File: src/verilog/ulfc_regs.vh
// Register offsets, field positions, reset values and codes for the line/FIFO control block
`ifndef ULFC_REGS_VH
`define ULFC_REGS_VH
`define ULFC_ADDR_W 8
`define ULFC_OFF_FIFO 8'hA5
`define ULFC_OFF_LINE 8'hC2
`define ULFC_OFF_BAUDL 8'hA8
`define ULFC_OFF_BAUDH 8'hA9
`define ULFC_OFF_ISTAT 8'hAA
`define ULFC_OFF_IMASK 8'hAB
`define ULFC_OFF_TXDATA 8'hAC
`define ULFC_OFF_RXDATA 8'hAD
`define ULFC_RST_FIFO 8'h00
`define ULFC_RST_LINE 8'h00
`define ULFC_RST_TX_FILL_THRESHOLD 4'h0
`define ULFC_RST_RX_FILL_THRESHOLD 4'h0
`define ULFC_B_EN 7
`define ULFC_B_STOP2 6
`define ULFC_B_WLS_HI 5
`define ULFC_B_WLS_LO 4
`define ULFC_B_BRK 3
`define ULFC_B_ODD 2
`define ULFC_B_PAR 1
`define ULFC_B_STICK 0
`define ULFC_RX_RESET_CODE 4'hF
`define ULFC_TX_RESET_CODE 4'h0
`define ULFC_IS_RFO 0
`define ULFC_IS_RFU 1
`define ULFC_IS_TFO 2
`define ULFC_IS_PARITY_FAULT 3
`define ULFC_IS_RDA 4
`define ULFC_IS_TRA 5
`define ULFC_NUM_EV 6
`endif

File: src/verilog/ulfc_top.v
// Line format and FIFO control logic of a serial port with transmit and receive FIFOs
//
// Strobed register access was decided locally.
`timescale 1ns/1ps
`default_nettype none
`include "ulfc_regs.vh"
// Contract
// - Parity enable turns parity generation and checking on or off.
// - Reading parity enable position returns head-of-FIFO parity fault.
// - Stick bit forces the transmitted parity bit to one.
// - Receive threshold write-only in upper nibble; reads give receive count.
// - Receive available when receive count exceeds receive threshold.
// - Receive codes 0 to 14 give trigger levels 0 to 14.
// - Receive code 15 resets receiver and empties receive FIFO.
// - Lower nibble reads transmit count, upper nibble receive count.
// - Transmit threshold write-only in lower nibble.
// - Transmit room when transmit count below transmit threshold.
// - Transmit codes 1 to 15 give trigger levels 1 to 15.
// - Transmit code 0 resets transmitter and empties transmit FIFO.
// - Divisor zero with enable clear empties both FIFOs.
// - FIFO clear also clears overflow and underflow flags.
// - FIFO clear also zeroes the LIN counter.
// - Separate transmit and receive FIFOs of fifteen bytes each.
// - Enable bit gates transmit and receive operation.
module ulfc_top #(
  parameter DEPTH = 15
) (
  input wire i_sys_clk,
  input wire i_rst,
  input wire [7:0] i_addr,
  input wire [7:0] i_wdata,
  input wire i_wr,
  input wire i_rd,
  output reg [7:0] o_rdata,
  input wire i_rxd,
  output reg o_txd,
  output reg o_irq,
  output reg o_rx_data_avail_flag,
  output reg o_tx_room_flag,
  output reg [15:0] o_lin_counter
);

  // Configuration state
  reg [7:0] serial_line_config;
  reg [3:0] rx_fill_threshold;
  reg [3:0] tx_fill_threshold;
  reg [15:0] baud_divisor;
  reg [5:0] istat;
  reg [5:0] imask;

  // FIFO storage, data plus parity fault per receive entry
  reg [7:0] tx_mem [0:DEPTH-1];
  reg [8:0] rx_mem [0:DEPTH-1];
  // Pointers and fill counts, four bits cover fifteen entries
  reg [3:0] tx_wp;
  reg [3:0] tx_rp;
  reg [3:0] tx_fill_count;
  reg [3:0] rx_wp;
  reg [3:0] rx_rp;
  reg [3:0] rx_fill_count;

  // Synchroniser for serial input
  reg rxd_m;
  reg rxd_s;

  // Line engines
  reg [15:0] tx_baud, rx_baud;
  reg [3:0] tx_bit, rx_bit;
  reg [10:0] tx_shift;
  reg tx_busy;
  reg rx_busy;
  reg [8:0] rx_shift;
  reg [3:0] rx_len;

  // Line configuration fields
  wire serial_txrx_enable = serial_line_config[`ULFC_B_EN];
  wire [1:0] char_length_sel = serial_line_config[`ULFC_B_WLS_HI:`ULFC_B_WLS_LO];
  wire parity_on = serial_line_config[`ULFC_B_PAR];
  wire parity_odd_even_sel = serial_line_config[`ULFC_B_ODD];
  wire parity_stick_one = serial_line_config[`ULFC_B_STICK];
  wire brk = serial_line_config[`ULFC_B_BRK];

  wire clr_fifo = (baud_divisor == 16'h0000) && !serial_txrx_enable;
  wire fifo_wr = i_wr && (i_addr == `ULFC_OFF_FIFO);

  wire rx_clr = clr_fifo || (fifo_wr && i_wdata[7:4] == `ULFC_RX_RESET_CODE);
  wire tx_clr = clr_fifo || (fifo_wr && i_wdata[3:0] == `ULFC_TX_RESET_CODE);

  wire [3:0] nbits = 4'h5 + {2'b00, char_length_sel};

  // Byte pushes and pops from software
  wire tx_push = i_wr && (i_addr == `ULFC_OFF_TXDATA);
  wire rx_pop = i_rd && (i_addr == `ULFC_OFF_RXDATA);
  wire tx_full = (tx_fill_count == DEPTH[3:0]);
  wire rx_full = (rx_fill_count == DEPTH[3:0]);

  wire tx_start = serial_txrx_enable && !tx_busy && !brk && (tx_fill_count != 4'h0);
  wire rx_done;
  wire rx_parity_fault;
  wire [7:0] rx_byte;

  wire [7:0] tx_head = tx_mem[tx_rp];
  wire [7:0] tx_mask = 8'hFF >> (4'h8 - nbits);
  wire tx_xor = ^(tx_head & tx_mask);
  wire tx_par = parity_stick_one ? 1'b1 : (tx_xor ^ parity_odd_even_sel ^ 1'b1);
  // Data plus parity bits, stop bits sit just above them
  wire [3:0] tx_dlen = nbits + {3'b000, parity_on};
  wire [3:0] tx_frame_len = nbits + 4'h1 + {3'b000, parity_on}
    + {3'b000, serial_line_config[`ULFC_B_STOP2]};

  // Frame image loaded at start, ones above the data keep stops high
  reg [10:0] next_tx_frame;
  always @* begin
    next_tx_frame = 11'h7FF << tx_dlen;
    next_tx_frame = next_tx_frame | {3'b000, tx_head & tx_mask};
    if (parity_on) begin
      next_tx_frame = next_tx_frame | ({10'h000, tx_par} << nbits);
    end
  end

  // Refused accesses and lost characters
  wire tx_ovf = tx_push && tx_full;
  wire rx_ovf = rx_done && rx_full;
  wire rx_unf = rx_pop && (rx_fill_count == 4'h0);

  // Register writes
  always @(posedge i_sys_clk) begin
    if (i_rst) begin
      serial_line_config <= `ULFC_RST_LINE;
      rx_fill_threshold <= `ULFC_RST_RX_FILL_THRESHOLD;
      tx_fill_threshold <= `ULFC_RST_TX_FILL_THRESHOLD;
      baud_divisor <= 16'h0000;
      imask <= 6'h00;
    end else begin
      if (i_wr && i_addr == `ULFC_OFF_LINE) serial_line_config <= i_wdata;
      if (fifo_wr) begin
        rx_fill_threshold <= i_wdata[7:4];
        tx_fill_threshold <= i_wdata[3:0];
      end
      if (i_wr && i_addr == `ULFC_OFF_BAUDL) baud_divisor[7:0] <= i_wdata;
      if (i_wr && i_addr == `ULFC_OFF_BAUDH) baud_divisor[15:8] <= i_wdata;
      if (i_wr && i_addr == `ULFC_OFF_IMASK) imask <= i_wdata[5:0];
    end
  end

  // Status events in bit order, flags raise their bits while true
  wire [5:0] ev_set = {o_tx_room_flag, o_rx_data_avail_flag, rx_done && rx_parity_fault, tx_ovf,
    rx_unf, rx_ovf};
  wire [5:0] ev_wclr = (i_wr && i_addr == `ULFC_OFF_ISTAT) ? i_wdata[5:0] : 6'h00;
  wire [5:0] ev_fclr = {3'b000, {3{clr_fifo}}};

  // Sticky status, one flop per event
  genvar gi;
  generate
    for (gi = 0; gi < `ULFC_NUM_EV; gi = gi + 1) begin : g_stat
      always @(posedge i_sys_clk) begin
        if (i_rst) begin
          istat[gi] <= 1'b0;
        end else if (ev_set[gi]) begin
          // Set wins over a clear in the same cycle
          istat[gi] <= 1'b1;
        end else if (ev_wclr[gi] || ev_fclr[gi]) begin
          istat[gi] <= 1'b0;
        end
      end
    end
  endgenerate

  always @(posedge i_sys_clk) begin
    if (i_rst || tx_clr) begin
      tx_wp <= 4'h0;
      tx_rp <= 4'h0;
      tx_fill_count <= 4'h0;
    end else begin
      if (tx_push && !tx_full) begin
        tx_mem[tx_wp] <= i_wdata;
        tx_wp <= (tx_wp == DEPTH[3:0] - 4'h1) ? 4'h0 : tx_wp + 4'h1;
      end
      if (tx_start) tx_rp <= (tx_rp == DEPTH[3:0] - 4'h1) ? 4'h0 : tx_rp + 4'h1;
      tx_fill_count <= tx_fill_count + {3'b000, tx_push && !tx_full}
        - {3'b000, tx_start};
    end
  end

  always @(posedge i_sys_clk) begin
    if (i_rst || rx_clr) begin
      rx_wp <= 4'h0;
      rx_rp <= 4'h0;
      rx_fill_count <= 4'h0;
    end else begin
      if (rx_done && !rx_full) begin
        rx_mem[rx_wp] <= {rx_parity_fault, rx_byte};
        rx_wp <= (rx_wp == DEPTH[3:0] - 4'h1) ? 4'h0 : rx_wp + 4'h1;
      end
      if (rx_pop && rx_fill_count != 4'h0)
        rx_rp <= (rx_rp == DEPTH[3:0] - 4'h1) ? 4'h0 : rx_rp + 4'h1;
      rx_fill_count <= rx_fill_count + {3'b000, rx_done && !rx_full}
        - {3'b000, rx_pop && rx_fill_count != 4'h0};
    end
  end

  // Transmit shifter, start bit first, LSB first
  always @(posedge i_sys_clk) begin
    if (i_rst || tx_clr) begin
      tx_busy <= 1'b0;
      tx_baud <= 16'h0000;
      tx_bit <= 4'h0;
      tx_shift <= 11'h7FF;
      o_txd <= 1'b1;
    end else begin
      if (brk) begin
        o_txd <= 1'b0;
        tx_busy <= 1'b0;
      end else if (!serial_txrx_enable) begin
        o_txd <= 1'b1;
        tx_busy <= 1'b0;
      end else if (tx_start) begin
        tx_busy <= 1'b1;
        tx_baud <= baud_divisor;
        tx_bit <= tx_frame_len;
        o_txd <= 1'b0;
        tx_shift <= next_tx_frame;
      end else if (tx_busy) begin
        if (tx_baud == 16'h0000) begin
          tx_baud <= baud_divisor;
          o_txd <= tx_shift[0];
          tx_shift <= {1'b1, tx_shift[10:1]};
          tx_bit <= tx_bit - 4'h1;
          if (tx_bit == 4'h0) tx_busy <= 1'b0;
          if (tx_bit == 4'h0) o_txd <= 1'b1;
        end else begin
          tx_baud <= tx_baud - 16'h0001;
        end
      end else begin
        o_txd <= 1'b1;
      end
    end
  end

  // Two-stage input synchroniser
  always @(posedge i_sys_clk) begin
    if (i_rst) begin
      rxd_m <= 1'b1;
      rxd_s <= 1'b1;
    end else begin
      rxd_m <= i_rxd;
      rxd_s <= rxd_m;
    end
  end

  reg rx_done_r;
  always @(posedge i_sys_clk) begin
    if (i_rst || rx_clr || !serial_txrx_enable) begin
      rx_busy <= 1'b0;
      rx_baud <= 16'h0000;
      rx_bit <= 4'h0;
      rx_shift <= 9'h000;
      rx_len <= 4'h0;
      rx_done_r <= 1'b0;
    end else begin
      rx_done_r <= 1'b0;
      if (!rx_busy) begin
        if (!rxd_s) begin
          rx_busy <= 1'b1;
          // Half a bit to land mid start bit
          rx_baud <= {1'b0, baud_divisor[15:1]};
          rx_bit <= 4'h0;
          rx_len <= nbits + {3'b000, parity_on};
        end
      end else if (rx_baud == 16'h0000) begin
        rx_baud <= baud_divisor;
        rx_bit <= rx_bit + 4'h1;
        if (rx_bit == 4'h0 && rxd_s) begin
          // Line back high at mid start, a glitch
          rx_busy <= 1'b0;
        end
        if (rx_bit != 4'h0 && rx_bit <= rx_len)
          rx_shift <= {rxd_s, rx_shift[8:1]};
        if (rx_bit == rx_len + 4'h1) begin
          rx_busy <= 1'b0;
          rx_done_r <= 1'b1;
        end
      end else begin
        rx_baud <= rx_baud - 16'h0001;
      end
    end
  end
  assign rx_done = rx_done_r;

  // Align received bits to the right
  wire [8:0] rx_al = rx_shift >> (4'h9 - rx_len);
  wire [7:0] rx_dmask = 8'hFF >> (4'h8 - nbits);
  assign rx_byte = rx_al[7:0] & rx_dmask;
  wire rx_pbit = rx_al[nbits];
  wire rx_pexp = parity_stick_one ? 1'b1 : ((^rx_byte) ^ parity_odd_even_sel ^ 1'b1);
  assign rx_parity_fault = parity_on && (rx_pbit != rx_pexp);

  wire parity_fault = (rx_fill_count != 4'h0) && rx_mem[rx_rp][8];

  // Read data mux
  reg [7:0] next_rdata;
  always @* begin
    next_rdata = 8'h00;
    case (i_addr)
      `ULFC_OFF_FIFO: next_rdata = {rx_fill_count, tx_fill_count};
      `ULFC_OFF_LINE: next_rdata = {serial_line_config[7:2], parity_fault,
        serial_line_config[0]};
      `ULFC_OFF_BAUDL: next_rdata = baud_divisor[7:0];
      `ULFC_OFF_BAUDH: next_rdata = baud_divisor[15:8];
      `ULFC_OFF_ISTAT: next_rdata = {2'b00, istat};
      `ULFC_OFF_IMASK: next_rdata = {2'b00, imask};
      `ULFC_OFF_RXDATA: next_rdata = rx_mem[rx_rp][7:0];
      default: next_rdata = 8'h00;
    endcase
  end

  // Read data register, zero between reads
  always @(posedge i_sys_clk) begin
    if (i_rst) begin
      o_rdata <= 8'h00;
    end else begin
      o_rdata <= i_rd ? next_rdata : 8'h00;
    end
  end

  // Level interrupt from unmasked status
  always @(posedge i_sys_clk) begin
    if (i_rst) begin
      o_irq <= 1'b0;
    end else begin
      o_irq <= |(istat & imask);
    end
  end

  // Threshold comparators
  always @(posedge i_sys_clk) begin
    if (i_rst) begin
      o_rx_data_avail_flag <= 1'b0;
      o_tx_room_flag <= 1'b0;
    end else begin
      o_rx_data_avail_flag <= (rx_fill_count > rx_fill_threshold);
      o_tx_room_flag <= (tx_fill_count < tx_fill_threshold);
    end
  end

  // Received character counter
  always @(posedge i_sys_clk) begin
    if (i_rst) begin
      o_lin_counter <= 16'h0000;
    end else if (clr_fifo) begin
      o_lin_counter <= 16'h0000;
    end else if (rx_done) begin
      o_lin_counter <= o_lin_counter + 16'h0001;
    end
  end
endmodule // ulfc_top
`default_nettype wire

File: config.mk
export PLATFORM = sky130hd
export DESIGN_NAME = ulfc_top
export DESIGN_NICKNAME = d
export VERILOG_FILES = /design/src/verilog/ulfc_top.v
export VERILOG_INCLUDE_DIRS = /design/src /design/src/verilog
export SDC_FILE = /design/constraint.sdc
export NUM_CORES = 1
export LEC_CHECK = 0
export BUFFER_PORTS_ARGS = -buffer_cell sky130_fd_sc_hd__buf_2
export CORE_MARGIN = 1
export CORE_UTILIZATION = 60
export CTS_CLUSTER_SIZE = 24
export DETAILED_ROUTE_END_ITERATION = 6
export GPL_ROUTABILITY_DRIVEN = 1
export PLACE_DENSITY = 0.73
export SLEW_MARGIN = 0
export SYNTH_ARGS = -nofsm -noshare
export SYNTH_HDL_FRONTEND = slang
export SYNTH_SLANG_ARGS = --single-unit
File: constraint.sdc
create_clock -name i_sys_clk -period 10.6 [get_ports i_sys_clk]
set_input_delay 2.12 -clock i_sys_clk [delete_from_list [all_inputs] [get_ports i_sys_clk]]
set_output_delay 2.12 -clock i_sys_clk [all_outputs]
set_load 0.05 [all_outputs]
==> impl_metrics.ini <==
[placement]
place_ws_ns = 4.972
dpl.hpwl_um = 30610
placed_cell_area_um2 = 19940
portBuffers = 48
place.gp.congestion = 0.9300

[synth]
synth_top_area_cell = edfxtp_1
synth_most_common_cell = edfxtp_1
postSynthAreaPerCell_um2 = 11.85
synthArstFlopShare_pct = 0
synth_edf_count = 255
synthCells = 1635
ys_ff_latch = 428
synth_nets = 1702
ys_types = 66
post-synth-top-area-fraction_pct = 39.53
synthTopCellsByArea = edfxtp_1 40%, dfxtp_1 18%, mux4_2 7.9%, nor2_1 3.5%, mux2i_1 2.7%
netlist_area_um2 = 19370
ys_top_cells_by_count = 255 x edfxtp_1, 181 x nor2_1, 173 x dfxtp_1, 118 x nand2_1, 102 x a21oi_1
synth_warnings = 0
synth_ff_type = edfxtp_1
ys_seq_area_share_pct = 57.40

[drt]
ant_nets = 0
num_vias = 13420
avgViaCountPerCell = 6.403
first_iter_violations = 1385
drc = 0
dr.pass1.iters = 6
wl_per_cell_um = 22.23
wl_um = 46600

[critical_path]
startpoint_type = flop
crit_fanout = 16
r2r_setup_slack_ns = 5.34
worstPathArrival_ns = 5.45
worstReg2RegEnd = rx_mem[1][8]
rr_worst_depth = 11
crit_type = reg -> reg
cp.required_ns = 10.79
end_kind = flop
timing.rr.start = rx_len[1]

[layout]
diodes = 0
nFillCells = 2314
area_growth_pct = 10.56
design_area_um2 = 21420
drive_above_1_share_pct = 13.58
nNetsFinal = 1728

[sta]
period_share_pct = 49.59
setup_ws_ns = 5.344
hold_violations = 0
post-route-min-period_ns = 5.256
report.final.slew_viol_count = 0
tns_ns = 0
slew_headroom_pct = 9.870
fmax_mhz = 190.3
grt_setup_unrepaired = false
tightest_slew_ns = 1.349
setup_viol = 0
fin_skew_ns = 0.01834

[clock_network]
clk_pin_slew_worst_paths_ns = 0.06
postCtsSetupRepairBufs = 0
cts_tree = built
clk_latency_ns = 0.56
clock_sink_count = 428
cts_max_path_buffers = 3
holdBufCountCts = 0
cts-buffers-inserted = 43
cts_resized = 0
cts_root_buf = clkbuf_16
htreeDepth = 2

[hold_path]
min_to = rxd_s
hp-class = reg -> reg
hp-start = rxd_m
hold_depth = 1

[power]
switching_share_pct = 19.71
powerDensity_nw_per_um2 = 157.9
p_clk_share_pct = 47.3
p_total_w = 0.003382
p_switching_w = 0.0006668
intPower_w = 0.002715
ir_drop_mv = 0.1564
comb_power_share_pct = 1.0
seqPwrFrac_pct = 51.8
p_leak_nw = 7.181

[grt]
overflow = 0
grt_pass1_vias = 12660
antenna_found_initial = 1
grt_max_degree = 52
grt_pass1_wl_um = 72290
grt_usage_pct = 28.59

[floorplan]
core_um2 = 31640
num_rows = 65
num_io_pins = 49
dieWidth_um = 181.7
initial_core_util_pct = 61.23
chipHeight_um = 181.7
dieArea_um2 = 33010

[run_status]
status = finished, final reports clean

[job]
maxCapViolations = 0
## cell type report
type / instances / area, µm² / share of cell area [%]
sequential: 428 / 11120 / 51.93
multi-input combinational: 1068 / 7711 / 36.00
clock buffer: 56 / 1135 / 5.299
tap: 402 / 503.0 / 2.348
timing repair buffer: 72 / 420.4 / 1.963
clock inverter: 22 / 345.3 / 1.612
inverter: 48 / 180.2 / 0.8412
## worst max-delay path, stage by stage, from the launching register on
cell and delay (ns):
dfxtp_1 0.79, inv_1 0.15, ha_1 0.24, xnor2_1 0.63, nand2_1 0.27, nor2_1 0.93
xnor2_1 0.21, a211o_1 0.35, a21o_1 0.20, a21oi_1 0.21, xor2_1 0.10, nor2_1 0.82
## per-stage QoR
step	hold slack [ns]	std cells	util [%]
2_1_floorplan	0.3895	1635	-
3_3_place_gp	0.3951	2018	63.02
3_5_place_dp	0.3933	2018	63.02
4_1_cts	0.4092	2096	67.70
5_1_grt	0.4234	2096	67.70
6_report	0.4095	2096	67.70
## per-layer routing
layer	part of all wire, %	wire length [µm]	GRT usage (%)
met1	41	19240	39.23
met2	47	21880	46.14
met3	8.7	4036	5.275
met4	3.1	1450	9.593
met5	0	0	0
## cells by family after synthesis
group                    after synthesis  share of synthesized area [%]
buffers and inverters                139                          2.887
AND/OR/NAND/NOR                      521                          12.67
multiplexers                         133                          11.34
adder cells (fa/ha/maj)               46                          3.126
flip-flops                           428                          57.40
XOR/XNOR                              47                          2.267
AO/OA/AOI/OAI                        321                          10.31
## state kept, by name, indices dropped and copies added, names as in the netlist, 9 cells and up, named ones only
register       count
rx_shift           9
rx_mem           135
tx_mem           120
tx_baud           16
o_lin_counter     16
baud_divisor      16
rx_baud           16
tx_shift          11
## cells in the final DEF, fill, tap and decap left out, types with 7 or more instances in the layout
cell type | netlist | layout
mux2i_1 | 53 | 53
nand3_1 | 49 | 49
clkbuf_1 | 73 | 12
buf_2 | 6 | 48
nor4_1 | 9 | 9
dfxtp_1 | 173 | 171
bufinv_16 | 0 | 8
mux4_2 | 68 | 68
clkbuf_16 | 0 | 43
nand2_1 | 118 | 118
or3_1 | 11 | 11
ha_1 | 42 | 42
xor2_1 | 23 | 23
a211oi_1 | 32 | 32
nor2b_1 | 28 | 28
or2_2 | 10 | 10
buf_4 | 2 | 24
inv_1 | 47 | 47
mux2_2 | 12 | 12
edfxtp_1 | 255 | 255
a311oi_1 | 7 | 7
o211ai_1 | 10 | 10
a21oi_1 | 102 | 102
o21ai_0 | 85 | 85
xnor2_1 | 22 | 22
nor2_1 | 181 | 181
nor3_1 | 32 | 32
a22oi_1 | 16 | 16
nand4_1 | 16 | 16
a221oi_1 | 16 | 16
nand2b_1 | 31 | 31
and2_1 | 7 | 7
a31oi_1 | 11 | 11
## power groups by stage
stage / sequential (W) / combinational [W] / clock [W]
detailed placement: 0.00179 / 0.0000326 / 0
global route: 0.00175 / 0.0000348 / 0.00167
global placement: 0.00179 / 0.0000315 / 0
CTS: 0.00175 / 0.0000326 / 0.00162
finish: 0.00175 / 0.0000329 / 0.00160
floorplan: 0.00179 / 0.0000114 / 0
## worst max-delay path by stage
stage | startpoint | endpoint | slack [ns] | depth (start not counted)
2_1_floorplan | i_addr[7] | rx_mem[6][0] | 5.83 | 9
3_3_place_gp | i_addr[0] | tx_mem[0][1] | 5.09 | 8
3_5_place_dp | i_addr[0] | tx_mem[0][0] | 4.97 | 8
4_1_cts | rx_len[1] | rx_mem[1][8] | 5.42 | 11
5_1_grt | rx_len[1] | rx_mem[1][8] | 5.05 | 11
6_report | rx_len[1] | rx_mem[1][8] | 5.34 | 11
No activity file was read; power rests on OpenSTA's default activity.
